`config.mk`:
```
export PLATFORM = sky130hd
export DESIGN_NAME = demr_regs
export DESIGN_NICKNAME = d
export VERILOG_FILES = /design/src/rtl/demr_pkg.sv /design/src/rtl/demr_regs.sv
export SDC_FILE = /design/constraint.sdc
export NUM_CORES = 1
export LEC_CHECK = 0
export ABC_AREA = 1
export BUFFER_PORTS_ARGS = -buffer_cell sky130_fd_sc_hd__buf_2
export CAP_MARGIN = 20
export CORE_MARGIN = 3
export CORE_UTILIZATION = 57
export DETAILED_ROUTE_END_ITERATION = 6
export MAX_ROUTING_LAYER = met4
export PLACE_DENSITY = 0.86
export SYNTH_ARGS = -nofsm -noshare
export SYNTH_HDL_FRONTEND = slang
export SYNTH_SLANG_ARGS = --single-unit
export TNS_END_PERCENT = 5
```
`constraint.sdc`:
```
create_clock -name clk -period 5.3 [get_ports clk]
set_clock_uncertainty 0.05 [all_clocks]
set_input_delay 0.53 -clock clk [delete_from_list [all_inputs] [get_ports clk]]
set_output_delay 0.53 -clock clk [all_outputs]
set_load 0.005 [all_outputs]
```
`src/rtl/demr_pkg.sv`:
```
package demr_pkg;
  // ********************************************************
  // Bus geometry
  // ********************************************************
  localparam int ADDR_W = 22;
  localparam int DATA_W = 32;
  // ********************************************************
  // Register byte addresses
  // ********************************************************
  localparam logic [ADDR_W-1:0] OFF_COEF_D = 22'h30_215c;
  localparam logic [ADDR_W-1:0] OFF_COEF_E = 22'h30_2160;
  localparam logic [ADDR_W-1:0] OFF_COEF_F = 22'h30_2164;
  localparam logic [ADDR_W-1:0] OFF_SETUP = 22'h30_2168;
  localparam logic [ADDR_W-1:0] OFF_PT4_X = 22'h30_216c;
  localparam logic [ADDR_W-1:0] OFF_ACK = 22'h30_2170;
  localparam logic [ADDR_W-1:0] OFF_SELFTEST = 22'h30_2174;
  localparam logic [ADDR_W-1:0] OFF_TUNE = 22'h30_2184;
  localparam logic [ADDR_W-1:0] OFF_LINK = 22'h30_2188;
  localparam logic [ADDR_W-1:0] OFF_RAW_XY = 22'h30_218c;
  localparam logic [ADDR_W-1:0] OFF_RAW_Z = 22'h30_2190;
  localparam logic [ADDR_W-1:0] OFF_DATE0 = 22'h30_2560;
  localparam logic [ADDR_W-1:0] OFF_DATE1 = 22'h30_2564;
  localparam logic [ADDR_W-1:0] OFF_DATE2 = 22'h30_2568;
  localparam logic [ADDR_W-1:0] OFF_DATE3 = 22'h30_256c;
  localparam logic [ADDR_W-1:0] OFF_FREE = 22'h30_2574;
  localparam logic [ADDR_W-1:0] OFF_CMD = 22'h30_2578;
  localparam logic [ADDR_W-1:0] OFF_RELIEF = 22'h30_257c;
  localparam logic [ADDR_W-1:0] OFF_HOLD = 22'h30_25ec;
  localparam logic [ADDR_W-1:0] OFF_FLASH = 22'h30_25f0;
  localparam logic [ADDR_W-1:0] OFF_LATE = 22'h30_260c;
  localparam logic [ADDR_W-1:0] OFF_CEIL = 22'h30_2610;
  localparam logic [ADDR_W-1:0] OFF_IRQ_STAT = 22'h30_2700;
  localparam logic [ADDR_W-1:0] OFF_IRQ_MASK = 22'h30_2704;
  // ********************************************************
  // Reset values
  // ********************************************************
  localparam logic [31:0] RST_COEF_D = 32'h0000_0000;
  localparam logic [31:0] RST_COEF_E = 32'h0001_0000;
  localparam logic [31:0] RST_COEF_F = 32'h0000_0000;
  localparam logic [15:0] RST_SETUP_RES = 16'h8381;
  localparam logic [15:0] RST_SETUP_CAP = 16'h0381;
  localparam logic [11:0] RST_FREE = 12'hffc;
  localparam logic RST_RELIEF = 1'h1;
  // ********************************************************
  // Fields and codes
  // ********************************************************
  localparam int LANES_MSB = 1;
  localparam int DUMMY_BIT = 2;
  localparam logic [11:0] CMD_WORD_BYTES = 12'h004;
  localparam logic [1:0] FLASH_INIT = 2'h0;
  localparam logic [1:0] FLASH_DETACHED = 2'h1;
  localparam logic [1:0] FLASH_BASIC = 2'h2;
  localparam logic [1:0] FLASH_FULL = 2'h3;
  localparam int IRQ_W = 3;
  localparam int IRQ_LATE = 0;
  localparam int IRQ_OVF = 1;
  localparam int IRQ_FLASH = 2;
endpackage

```
`src/rtl/demr_regs.sv`:
```
`timescale 1ns/100ps
// Operation
// Coefficients d, e, f are signed 16.16 words; e resets to one, others zero.
// Sixteen-bit touch setup register; reset value depends on sensing variant.
// Host writes four-bit touch handshake; device forwards it; resets to zero.
// One read/write bit maps memory self test into address space; resets zero.
// Link register bit 2 requests one extra dummy cycle on reads.
// Link register low bits select one, two or four data lines.
// Compatibility mode: two words give raw X/Y and Z1/Z2 conversions.
// Extended mode: same words give third and fourth point X/Y.
// Extended mode: separate register gives fifth point X.
// Twelve-bit free space count, resets to empty-buffer value.
// Each command port write appends a word and lowers free space; the code drops a write with under four bytes free and flags overflow.
// Frame rate relief enable bit, set at reset.
// Sound hold bit: zero plays, one pauses; resets to zero.
// Two-bit storage state: init, detached, basic, full; resets init.
// Twelve-bit line period ceiling; zero disables adaptive sync.
// Every register is word aligned; bits above its width read zero.
// Late line counter counts scan-out misses; unmapped reads zero.
// Fixed build date code over four words; eight-bit tuning register.
module demr_regs
  import demr_pkg::*;
#(
  parameter bit VARIANT_RES = 1'b1,
  parameter logic [127:0] BUILD_DATE = 128'h1234_5678_9abc_def0_0fed_cba9_8765_4321
) (
  // Clock and reset
  input wire logic clk,
  input wire logic rstn,
  // Avalon-MM slave
  input wire logic [ADDR_W-1:0] address,
  input wire logic read,
  input wire logic write,
  input wire logic [DATA_W-1:0] writedata,
  input wire logic [3:0] byteenable,
  output logic [DATA_W-1:0] readdata,
  output logic waitrequest,
  // Touch engine
  input wire logic touch_ext_mode,
  input wire logic [31:0] raw_xy,
  input wire logic [31:0] raw_z1z2,
  input wire logic [31:0] third_point_xy,
  input wire logic [31:0] fourth_point_xy,
  input wire logic [15:0] point4_x,
  output logic [31:0] coef_d,
  output logic [31:0] coef_e,
  output logic [31:0] coef_f,
  output logic [15:0] touch_setup,
  output logic [3:0] host_touch_handshake,
  // Memory and link control
  output logic selftest_map_enable,
  output logic [7:0] analogue_tuning,
  output logic [2:0] host_link_lanes,
  // Bulk command stream
  input wire logic cmd_drain,
  output logic [31:0] cmd_word,
  output logic cmd_valid,
  // Display, audio and storage
  input wire logic line_late,
  input wire logic flash_state_load,
  input wire logic [1:0] flash_state_in,
  output logic frame_rate_relief,
  output logic sound_hold,
  output logic [11:0] line_period_ceiling,
  output logic ahsync_enable,
  // Interrupt
  output logic irq
);
  // ********************************************************
  // Internal state
  // ********************************************************
  logic [11:0] bulk_cmd_free;
  logic [1:0] ext_storage_state;
  logic [31:0] late_line_count;
  logic [IRQ_W-1:0] irq_status;
  logic [IRQ_W-1:0] irq_mask;
  logic [31:0] rd_word;
  logic [IRQ_W-1:0] next_status;
  logic [11:0] next_free;

  // ********************************************************
  // Byte lane merge
  // ********************************************************
  function automatic logic [31:0] lane_merge(input logic [31:0] cur, input logic [31:0] nxt,
                                             input logic [3:0] be);
    logic [31:0] m;
    m = {{8{be[3]}}, {8{be[2]}}, {8{be[1]}}, {8{be[0]}}};
    return (cur & ~m) | (nxt & m);
  endfunction

  // ********************************************************
  // Bus handshake
  // ********************************************************
  wire req = read | write;
  wire wr = write & ~waitrequest;
  wire rd = read & ~waitrequest;
  wire capture = read & waitrequest;
  wire [31:0] wmask = lane_merge(32'h0000_0000, 32'hffff_ffff, byteenable);
  wire [31:0] wd_m = writedata & wmask;
  wire [31:0] keep = ~wmask;

  // ********************************************************
  // Address decode
  // ********************************************************
  wire hit_d = address == OFF_COEF_D;
  wire hit_e = address == OFF_COEF_E;
  wire hit_f = address == OFF_COEF_F;
  wire hit_setup = address == OFF_SETUP;
  wire hit_pt4 = address == OFF_PT4_X;
  wire hit_ack = address == OFF_ACK;
  wire hit_self = address == OFF_SELFTEST;
  wire hit_tune = address == OFF_TUNE;
  wire hit_link = address == OFF_LINK;
  wire hit_rxy = address == OFF_RAW_XY;
  wire hit_rz = address == OFF_RAW_Z;
  wire hit_dt0 = address == OFF_DATE0;
  wire hit_dt1 = address == OFF_DATE1;
  wire hit_dt2 = address == OFF_DATE2;
  wire hit_dt3 = address == OFF_DATE3;
  wire hit_free = address == OFF_FREE;
  wire hit_cmd = address == OFF_CMD;
  wire hit_relief = address == OFF_RELIEF;
  wire hit_hold = address == OFF_HOLD;
  wire hit_flash = address == OFF_FLASH;
  wire hit_late = address == OFF_LATE;
  wire hit_ceil = address == OFF_CEIL;
  wire hit_stat = address == OFF_IRQ_STAT;
  wire hit_mask = address == OFF_IRQ_MASK;
  wire any_hit = hit_d | hit_e | hit_f | hit_setup | hit_pt4 | hit_ack | hit_self
               | hit_tune | hit_link | hit_rxy | hit_rz | hit_dt0 | hit_dt1
               | hit_dt2 | hit_dt3 | hit_free | hit_cmd | hit_relief | hit_hold
               | hit_flash | hit_late | hit_ceil | hit_stat | hit_mask;

  // ********************************************************
  // Read selection
  // ********************************************************
  wire [31:0] sel_xy = touch_ext_mode ? third_point_xy : raw_xy;
  wire [31:0] sel_z = touch_ext_mode ? fourth_point_xy : raw_z1z2;
  wire [15:0] sel_pt4 = touch_ext_mode ? point4_x : 16'h0000;

  assign rd_word = ({32{hit_d}} & coef_d)
                 | ({32{hit_e}} & coef_e)
                 | ({32{hit_f}} & coef_f)
                 | ({32{hit_setup}} & {16'h0000, touch_setup})
                 | ({32{hit_pt4}} & {16'h0000, sel_pt4})
                 | ({32{hit_ack}} & {28'h000_0000, host_touch_handshake})
                 | ({32{hit_self}} & {31'h0000_0000, selftest_map_enable})
                 | ({32{hit_tune}} & {24'h00_0000, analogue_tuning})
                 | ({32{hit_link}} & {29'h0000_0000, host_link_lanes})
                 | ({32{hit_rxy}} & sel_xy)
                 | ({32{hit_rz}} & sel_z)
                 | ({32{hit_dt0}} & BUILD_DATE[31:0])
                 | ({32{hit_dt1}} & BUILD_DATE[63:32])
                 | ({32{hit_dt2}} & BUILD_DATE[95:64])
                 | ({32{hit_dt3}} & BUILD_DATE[127:96])
                 | ({32{hit_free}} & {20'h0_0000, bulk_cmd_free})
                 | ({32{hit_relief}} & {31'h0000_0000, frame_rate_relief})
                 | ({32{hit_hold}} & {31'h0000_0000, sound_hold})
                 | ({32{hit_flash}} & {30'h0000_0000, ext_storage_state})
                 | ({32{hit_late}} & late_line_count)
                 | ({32{hit_ceil}} & {20'h0_0000, line_period_ceiling})
                 | ({32{hit_stat}} & {29'h0000_0000, irq_status})
                 | ({32{hit_mask}} & {29'h0000_0000, irq_mask});

  // ********************************************************
  // Command stream and events
  // ********************************************************
  wire cmd_room = bulk_cmd_free >= CMD_WORD_BYTES;
  wire cmd_push = wr & hit_cmd & cmd_room;
  wire cmd_ovf = wr & hit_cmd & ~cmd_room;
  wire cmd_back = cmd_drain & (bulk_cmd_free <= RST_FREE - CMD_WORD_BYTES);
  wire flash_chg = flash_state_load & (flash_state_in != ext_storage_state);
  wire [IRQ_W-1:0] events = {flash_chg, cmd_ovf, line_late};
  wire [IRQ_W-1:0] stat_clr = (rd & hit_stat) ? readdata[IRQ_W-1:0] : '0;

  always_comb begin
    next_free = bulk_cmd_free;
    if (wr & hit_free) begin
      next_free = (bulk_cmd_free & keep[11:0]) | wd_m[11:0];
    end else if (cmd_push & ~cmd_back) begin
      next_free = bulk_cmd_free - CMD_WORD_BYTES;
    end else if (cmd_back & ~cmd_push) begin
      next_free = bulk_cmd_free + CMD_WORD_BYTES;
    end
  end

  // Bits seen by the read are cleared; a new event still wins
  assign next_status = (irq_status & ~stat_clr) | events;
  wire irq_pend = |(irq_status & irq_mask);

  // ********************************************************
  // Bus slave registers
  // ********************************************************
  always_ff @(posedge clk or negedge rstn) begin
    if (!rstn) begin
      waitrequest <= 1'b1;
      readdata <= 32'h0000_0000;
    end else begin
      waitrequest <= ~(req & waitrequest);
      if (capture) begin
        readdata <= rd_word;
      end
    end
  end

  // ********************************************************
  // Touch registers
  // ********************************************************
  always_ff @(posedge clk or negedge rstn) begin
    if (!rstn) begin
      coef_d <= RST_COEF_D;
      coef_e <= RST_COEF_E;
      coef_f <= RST_COEF_F;
      touch_setup <= VARIANT_RES ? RST_SETUP_RES : RST_SETUP_CAP;
      host_touch_handshake <= 4'h0;
    end else begin
      if (wr & hit_d) begin
        coef_d <= lane_merge(coef_d, writedata, byteenable);
      end
      if (wr & hit_e) begin
        coef_e <= lane_merge(coef_e, writedata, byteenable);
      end
      if (wr & hit_f) begin
        coef_f <= lane_merge(coef_f, writedata, byteenable);
      end
      if (wr & hit_setup) begin
        touch_setup <= (touch_setup & keep[15:0]) | wd_m[15:0];
      end
      if (wr & hit_ack) begin
        host_touch_handshake <= (host_touch_handshake & keep[3:0]) | wd_m[3:0];
      end
    end
  end

  // ********************************************************
  // Control registers
  // ********************************************************
  always_ff @(posedge clk or negedge rstn) begin
    if (!rstn) begin
      selftest_map_enable <= 1'b0;
      analogue_tuning <= 8'h00;
      host_link_lanes <= 3'h0;
      frame_rate_relief <= RST_RELIEF;
      sound_hold <= 1'b0;
      line_period_ceiling <= 12'h000;
      ahsync_enable <= 1'b0;
      irq_mask <= '0;
    end else begin
      if (wr & hit_self) begin
        selftest_map_enable <= (selftest_map_enable & keep[0]) | wd_m[0];
      end
      if (wr & hit_tune) begin
        analogue_tuning <= (analogue_tuning & keep[7:0]) | wd_m[7:0];
      end
      if (wr & hit_link) begin
        host_link_lanes <= (host_link_lanes & keep[2:0]) | wd_m[2:0];
      end
      if (wr & hit_relief) begin
        frame_rate_relief <= (frame_rate_relief & keep[0]) | wd_m[0];
      end
      if (wr & hit_hold) begin
        sound_hold <= (sound_hold & keep[0]) | wd_m[0];
      end
      if (wr & hit_ceil) begin
        line_period_ceiling <= (line_period_ceiling & keep[11:0]) | wd_m[11:0];
      end
      ahsync_enable <= line_period_ceiling != 12'h000;
      if (wr & hit_mask) begin
        irq_mask <= (irq_mask & keep[IRQ_W-1:0]) | wd_m[IRQ_W-1:0];
      end
    end
  end

  // ********************************************************
  // Status, counters and command stream
  // ********************************************************
  always_ff @(posedge clk or negedge rstn) begin
    if (!rstn) begin
      bulk_cmd_free <= RST_FREE;
      cmd_word <= 32'h0000_0000;
      cmd_valid <= 1'b0;
      ext_storage_state <= FLASH_INIT;
      late_line_count <= 32'h0000_0000;
      irq_status <= '0;
      irq <= 1'b0;
    end else begin
      bulk_cmd_free <= next_free;
      cmd_valid <= cmd_push;
      if (cmd_push) begin
        cmd_word <= writedata;
      end
      if (flash_state_load) begin
        ext_storage_state <= flash_state_in;
      end else if (wr & hit_flash) begin
        ext_storage_state <= (ext_storage_state & keep[1:0]) | wd_m[1:0];
      end
      if (line_late) begin
        late_line_count <= late_line_count + 32'h0000_0001;
      end
      irq_status <= next_status;
      irq <= irq_pend;
    end
  end
endmodule

```
# Word level (Yosys, flattened, before mapping)
# Cells that the tools add are included.
# W data, S select, Z words.
[totals]
elab_cells = 172
inputBits = 212
register_bits = 262
out_inout_bits = 210
[classes]
muxes = 9
reduce_logical = 4
n_lt_le_gt_ge = 2
add_sub_neg = 3
eq_ne = 25
bitwise = 107
[op_table]
columns = ["operator", "count"]
rows = [
  ["$or A32 B32 Y32", 23],
  ["$eq A22 B22 Y1 const B", 24],
  ["$and A32 B32 Y32", 10],
  ["$and A32 B1 Y32", 3],
  ["$and A32 B3 Y32", 3],
  ["$and A32 B12 Y32", 2],
  ["$and A32 B16 Y32", 2],
  ["$mux W32", 2],
  ["$mux W12", 3],
  ["$add A32 B1 Y32 const B", 1],
  ["$and A32 B2 Y32", 1],
  ["$and A32 B4 Y32", 1],
  ["$and A32 B8 Y32", 1],
  ["$not A32 Y32", 1],
  ["$or A32 B28 Y32", 1],
  ["$or A32 B29 Y32", 1],
  ["$and A1 B1 Y1", 29],
  ["$and A12 B12 Y12", 2],
  ["$or A12 B12 Y12", 2],
  ["$and A16 B16 Y16", 1],
  ["$mux W16", 1],
  ["$or A16 B16 Y16", 1],
  ["$add A12 B3 Y12 const B", 1],
  ["$and A3 B3 Y3", 4],
  ["other kinds (20)", 30],
]

# Depth between registers and ports, before layout
# Gate-level depths: netlist (run 1).
[logic_depth]
ltp_word = 24
depth_mapped = 15
mapped_depth_nobuf = 15

# Worst setup path before layout (run 1)
# No wires, ideal clock.
[synth_timing]
path_kind = "in2reg"
from = "input port address[17]"
to = "register (tool-made name)"
setup_time_ns = 0.118
path_stages = 9
n_path_buf = 1
t_arrival_ns = 1.830
slack_ns = 3.302
t_required_ns = 5.132
path_cell_list = "nor2_1 > nand3_2 > nor2_1 > inv_1 > nor2_4 > nand2_2 > buf_2 > a21oi_1 > inv_1"
[synth_lines]
columns = ["element", "line_no", "rtl"]
rows = [
  ["from (decl)", "demr_regs.sv:31", "input wire logic [ADDR_W-1:0] address,"],
]

==> results of run 1 <==
[final timing paths]
kind,slack (ps),depth (start not counted),from,to
setup / recovery,2490,7,flip-flop,cmd_word[24]
hold / removal,100,2,write,waitrequest
setup reg to reg,2490,7,flip-flop,cmd_word[24]
hold reg to reg,420,1,late_line_count[31],late_line_count[31]
max in group asynchronous,3510,3,rstn,asynchronous set/reset pin
min in group asynchronous,460,2,rstn,late_line_count[28]
[metrics by stage]
| step | setup WS [ps] | total power, uW | instance area, sq um |
|---|---|---|---|
| floorplan | 3300 | 2600 | 14700 |
| global placement | 2250 | 2940 | 17000 |
| detailed placement | 2150 | 2950 | 17000 |
| CTS | 2560 | 5280 | 18100 |
| global route | 2370 | 5450 | 18100 |
| finish | 2490 | 5300 | 18100 |
[kinds of logic after synthesis]
group / after synthesis / share of synthesized area [%]
AND/OR/NAND/NOR: 1063 / 31.9
flip-flops: 262 / 44.7
AO/OA/AOI/OAI: 291 / 10.3
adder cells (fa/ha/maj): 5 / 0.425
XOR/XNOR: 43 / 2.56
buffers and inverters: 266 / 7.57
multiplexers: 38 / 2.59
[cell usage in the layout, fill, tap and decap left out, types with 26 or more instances in the layout]
master,count
nand2_1,573
buf_2,419
dfrtp_1,244
nor2_1,238
inv_1,191
o21ai_0,155
nand3_1,112
a21oi_1,53
o21ai_1,53
xor2_1,37
mux2i_1,37
nand4_1,30
clkbuf_16,29
nand2_2,26
[synth_stat cells (16+ instances only)]
cell type / count
nand2_1: 574
dfrtp_1: 244
nor2_1: 238
inv_1: 191
o21ai_0: 155
nand3_1: 112
a21oi_1: 53
o21ai_1: 53
mux2i_1: 37
xor2_1: 37
nand4_1: 30
buf_2: 25
nand2_2: 25
dfstp_2: 18
clkbuf_1: 17
nor3_1: 16
[layer usage]
metal | global-route usage, % | share of wire [%]
met4 | 16.3 | 4.3
met5 | - | 0
met2 | 65.9 | 45
met3 | 9.99 | 12
met1 | 58.9 | 39
[layout make-up]
class,count,area (sq um),area share [%]
Clock inverter,17,305,1.68
Tap cell,330,413,2.28
Timing Repair Buffer,429,2190,12.1
Multi-Input combinational cell,1440,7040,38.8
Clock buffer,36,812,4.48
Sequential cell,262,6580,36.3
Inverter,207,790,4.35
Antenna cell,5,12.5,0.0690
[power by group]
group	total [uW]	leakage (uW)	internal (uW)	switching, uW
combinational	702	0.00603	254	448
sequential	2230	0.00341	2110	124
clock	2360	0.000544	1480	887
total	5300	0.00998	3840	1460
[repair_timing]
| action | in CTS | in global routing |
|---|---|---|
| hold buffers | 1 | 0 |
| hold endpoints to repair | 61 | 0 |
| resized for setup | 0 | 0 |
==> impl_results.md, run 1 <==
* First-pass GRT wire length at 91.7 mm
* Crit-path cells: inv_1 -> ha_1 -> nand3_1 -> nor2_1 -> nand2_1 -> nand2_2 -> o21ai_0
* P per Cell Area at just under 300 mW/mm^2
* Critical-path maximum fanout at 65
* Slew of the pin with the lowest slew margin at about 1100 ps
* Maxcap violations at 0
* Mapped Nets at roughly 2,200
* Worst slew margin at a little over a quarter
* Area Growth Syn to Fin at 23.2%
* WP data arrival at ~3200 ps
* Cell Rows at 58
* RSZ-0062 raised after global routing: false
* Post-layout util at a little under three quarters
* Initial antenna violation count at 5
* Top_reg_cell synth: dfrtp_1
* Total core area at around 0.025 sq mm
* Final nets at about 2,600
* CP Data Required Time at between 5000 and 6000 ps
* Post-Layout Cell Count at 2,726
* Startpoint types: flip-flop
* Largest net degree at the start of global routing at 134
* Pleak at 0.00998 uW
* Fin crit period at 2810 ps
* Mean Syn Cell Area at 7.48 sq um
* DRC at 0
* Dominant cells by area after synthesis: dfrtp_1 41%, nand2_1 15%, nor2_1 6.1%
* Peak supply drop at roughly 0.26 mV
* H-tree depth at 1
* Max Buffers Root-to-Sink at 3
* DIE AREA at about 0.028 sq mm
* Clock sinks at between 200 and 300
* Final Hold Viols at 0
* # placed instances at ~2,700
* Fraction of layout instances using a drive strength above 1 at about a quarter
* Synth Warn # at 0
* Worst-Skew Late Latency at roughly 550 ps
* Final period util at 53.0%
* Slowest-stage cell, CP: nand2_2
* Count of buffers from port buffering at between 400 and 500
* Drt total wl at between 60 and 70 mm
* GRT Residual Overflow at 0
* Sum of negative setup slack at 0 ps
* Type of the worst min-delay path: in -> reg
* Antenna Violating Nets Remaining at 0
* Vias at between 15,000 and 20,000
* Status: completed
* CTS tree: yes
* CP peak stage delay at between 600 and 700 ps
* Worst-path clk slew at roughly 70 ps
* Seq cells post-synth at about 260
* Kind of critical path: reg -> reg
* Post-synth ARST share at 100%
* Num CTS Buffers at 29
* Die width at roughly 170 microns
* Unique masters post-synth at 46
* Post-synthesis sequential area ratio at 44.7%
* Leading area contributor after synthesis: dfrtp_1
* # setup viols final at 0
* Fillers at just over 2,000
* Yosys top cell area share at approximately 41%
* Initial Utilization at between 50 and 60%
* Half-perimeter wire length after placement at between 40 and 50 mm
* GP Congestion at approximately 1.0
* Root Driver: clkbuf_16
* Cells after synthesis at between 1,500 and 2,000
* Drt pass-1 iters at 6
* Buffer and inverter count on the worst path at 1
* CP delay by family, top: simple AND/OR/NAND/NOR gates
* Crit end category: flip-flop
* EDFF count, synth at 0
* Drt via density at approximately 5.9
* Max-slew violations at 0
* Fmax at ~360 MHz
* DRT iter0 DRCs at about 2,000
* I/O Pins at between 400 and 500
* Die Y at between 150 and 200 microns
* Aggregate global-route resource usage at ~44%
* Final hold slack at between 100 and 150 ps
* Drt wl/cell at 22.5 microns
* Setup Buffers After CTS at 0
* Synthesized area at around 0.015 sq mm
* Vias in the first global route at 15,200
Note: power is estimated with default switching activity, not from simulation.
==> run 2, diff against run 1 <==
--- a/config.mk
+++ b/config.mk
@@ -5,14 +5,14 @@
 export SDC_FILE = /design/constraint.sdc
 export NUM_CORES = 1
 export LEC_CHECK = 0
-export ABC_AREA = 1
+export ABC_AREA = 0
 export BUFFER_PORTS_ARGS = -buffer_cell sky130_fd_sc_hd__buf_2
 export CAP_MARGIN = 20
 export CORE_MARGIN = 3
-export CORE_UTILIZATION = 57
+export CORE_UTILIZATION = 52
 export DETAILED_ROUTE_END_ITERATION = 6
 export MAX_ROUTING_LAYER = met4
-export PLACE_DENSITY = 0.86
+export PLACE_DENSITY = 0.81
 export SYNTH_ARGS = -nofsm -noshare
 export SYNTH_HDL_FRONTEND = slang
 export SYNTH_SLANG_ARGS = --single-unit
==> constraint.sdc (replaced) <==
create_clock -name clk -period 2.6 [get_ports clk]
set_clock_uncertainty 0.05 [all_clocks]
set_input_delay 0.26 -clock clk [delete_from_list [all_inputs] [get_ports clk]]
set_output_delay 0.26 -clock clk [all_outputs]
set_load 0.005 [all_outputs]
==> impl_results.md, run 2 <==
* Top_reg_cell synth: dfrtp_1
* # placed instances at roughly 2,000
* Kind of critical path: reg -> reg
* Final Hold Viols at 0
* R2R cell count at 12
* Largest net degree at the start of global routing at 70
* Leading area contributor after synthesis: dfrtp_1
* Seq cells post-synth at ~260
* Fraction of layout instances using a drive strength above 1 at between 40% and 50%
* CP Data Required Time at around 3000 ps
* Final nets at approximately 2,000
* Crit end category: flip-flop
* Vias at around 14,000
* GRT Residual Overflow at 0
* Met2 Resource Use GR at 63.9%
* Unique masters post-synth at around 80
* GR met1 Demand/Resource at about 55%
* Root Driver: clkbuf_16
* Num CTS Buffers at 27
* WP data arrival at between 2000 and 3000 ps
* Initial Utilization at 53.0%
* Worst-Skew Late Latency at 560 ps
* DRT iter0 DRCs at about 1,900
* Type of the worst min-delay path: in -> reg
* Synth Warn # at 0
* P per Cell Area at around 570 mW/mm^2
* Most common cell on crit path: buf_4
* Drt total wl at ~58 mm
* Post-synth top cells: 244 x dfrtp_1, 176 x nand2_1, 174 x mux2_2
* Total core area at about 0.025 sq mm
* Buffer and inverter count on the worst path at 4
* Post-Layout Cell Count at between 2,000 and 2,500
* Flop-to-flop setup slack at slightly above 60 ps
* Slew of the pin with the lowest slew margin at 649 ps
* Mean Syn Cell Area at ~11 sq um
* Max-slew violations at 0
* Slowest-stage cell, CP: dfstp_2
* Cell Rows at a little under 60
* RSZ-0062 raised after global routing: true
* GP Congestion at 1.02
* Vias in the first global route at between 10,000 and 15,000
* Commonest non-fill, non-tap cell in the layout: buf_2
* I/O Pins at approximately 420
* Worst slew margin at 56.3%
* Fillers at ~1,800
* Pre-CTS setup slack at -39.9 ps
* Pleak at 0.00931 uW
* Failing checks: design-rule violations
* Initial antenna violation count at 3
* Post-layout util at approximately 73%
* Hold Crit Start: third_point_xy[2]
* Maxcap violations at 0
* Drt pass-1 iters at 7
* Aggregate global-route resource usage at about 41%
* Drt wl/cell at ~27 microns
* Count of buffers from port buffering at ~420
* Half-perimeter wire length after placement at about 43 mm
* Synthesized area at ~0.013 sq mm
* Status: finished with violations
* Die width at about 170 microns
* DRC at 20
* Final period util at 97.6%
* H-tree depth at 1
* Fmax at 394 MHz
* GR Util met3 at 8.64%
* CTS tree: yes
* Hold path cells at 3
* EDFF count, synth at 0
* Count leader, synth: dfrtp_1
* Mapped Nets at between 1,000 and 1,500
* Busiest grt layer: met2
* Startpoint types: flip-flop
* Antenna Violating Nets Remaining at 0
* CP delay by family, top: simple AND/OR/NAND/NOR gates
* Final hold slack at ~16 ps
* Dominant cells by area after synthesis: dfrtp_1 46%, mux2_2 15%, nand2_1 4.9%
* First-pass GRT wire length at 85.7 mm
* Area Growth Syn to Fin at 37.0%
* Post-synthesis sequential area ratio at between 40% and 50%
* Cells after synthesis at 1,215
* Clock sinks at 262
* Peak supply drop at between 0.5 and 0.6 mV
* DIE AREA at 0.0277 sq mm
* Drt via density at 6.47
* Yosys top cell area share at between 40% and 50%
* Setup ws final at around 62 ps
* Fin crit period at approximately 2500 ps
* # setup viols final at 0
* Post-synth ARST share at 100%
* Die Y at about 170 microns
* Worst-path clk slew at 70 ps
* CP peak stage delay at approximately 540 ps
* Critical-path maximum fanout at 4
* Max Buffers Root-to-Sink at 3
* Commonest cells after routing, fill and taps aside: 419 x buf_2, 244 x dfrtp_1, 175 x nand2_1
* WP depth at 12
* Crit-path cells: inv_2 -> ha_1 -> nor3b_2 -> nand4b_1 -> buf_4 -> nor4b_4 -> buf_4 -> buf_4 -> nor3_4 -> o21ai_2 -> xnor2_1 -> mux2_2
## run 2: cell type report
class / instances / area, sq um / area share, %
Multi-Input combinational cell: 884 / 6650 / 36.2
Timing Repair Buffer: 594 / 3670 / 20.0
Clock buffer: 35 / 776 / 4.23
Sequential cell: 262 / 6580 / 35.8
Inverter: 6 / 22.5 / 0.123
Clock inverter: 15 / 240 / 1.31
Tap cell: 330 / 413 / 2.25
Antenna cell: 3 / 7.51 / 0.0409
## run 2: through the flow
step / setup TNS, ps / power [uW] / area, sq um
after floorplan: 0 / 5120 / 13400
after global placement: -86.5 / 5930 / 16800
after detailed placement: -480 / 5930 / 16800
after CTS: 0 / 10400 / 18300
after global routing: -64.7 / 10700 / 18400
final: 0 / 10400 / 18400
## run 2: logic make-up after synthesis
group | count (synthesis) | share of synthesized area, %
buffers and inverters | 69 | 2.14
xor gates and xnor gates | 38 | 2.48
AOI/OAI and AO/OA | 215 | 12.1
DFF | 262 | 49.1
muxes | 200 | 16.6
and+or+nand+nor | 426 | 17.1
adders and majority gates | 5 | 0.467
## run 2: report_power, final
group	internal [uW]	switching (uW)
sequential	4310	242
combinational	644	791
clock	2630	1770
total	7580	2800
## run 2: worst min-delay path by stage
stage / end / slack, ps
floorplan: asynchronous set/reset pin / -90
global placement: asynchronous set/reset pin / 220
detailed placement: cmd_word[21] / 230
CTS: cmd_word[6] / 0.8
global route: cmd_word[7] / 10
finish: readdata[2] / 20
## run 2: routing by layer
metal	wire length (microns)	part of all wire (%)
met1	21500	37
met2	26700	46
met3	6860	12
met4	2480	4.3
met5	0	0
## run 2: timing repair
item,CTS,global route
setup buffers,0,2
gates cloned,0,0
endpoints found under the hold margin,160,0
pin swaps,0,1
gates resized for setup,4,14
hold buffers,44,0
setup endpoints to repair,27,11
## run 2: worst min-delay path: stages
cell     delay (ps)
buf_2            80
a32oi_1          90
a31oi_1         160
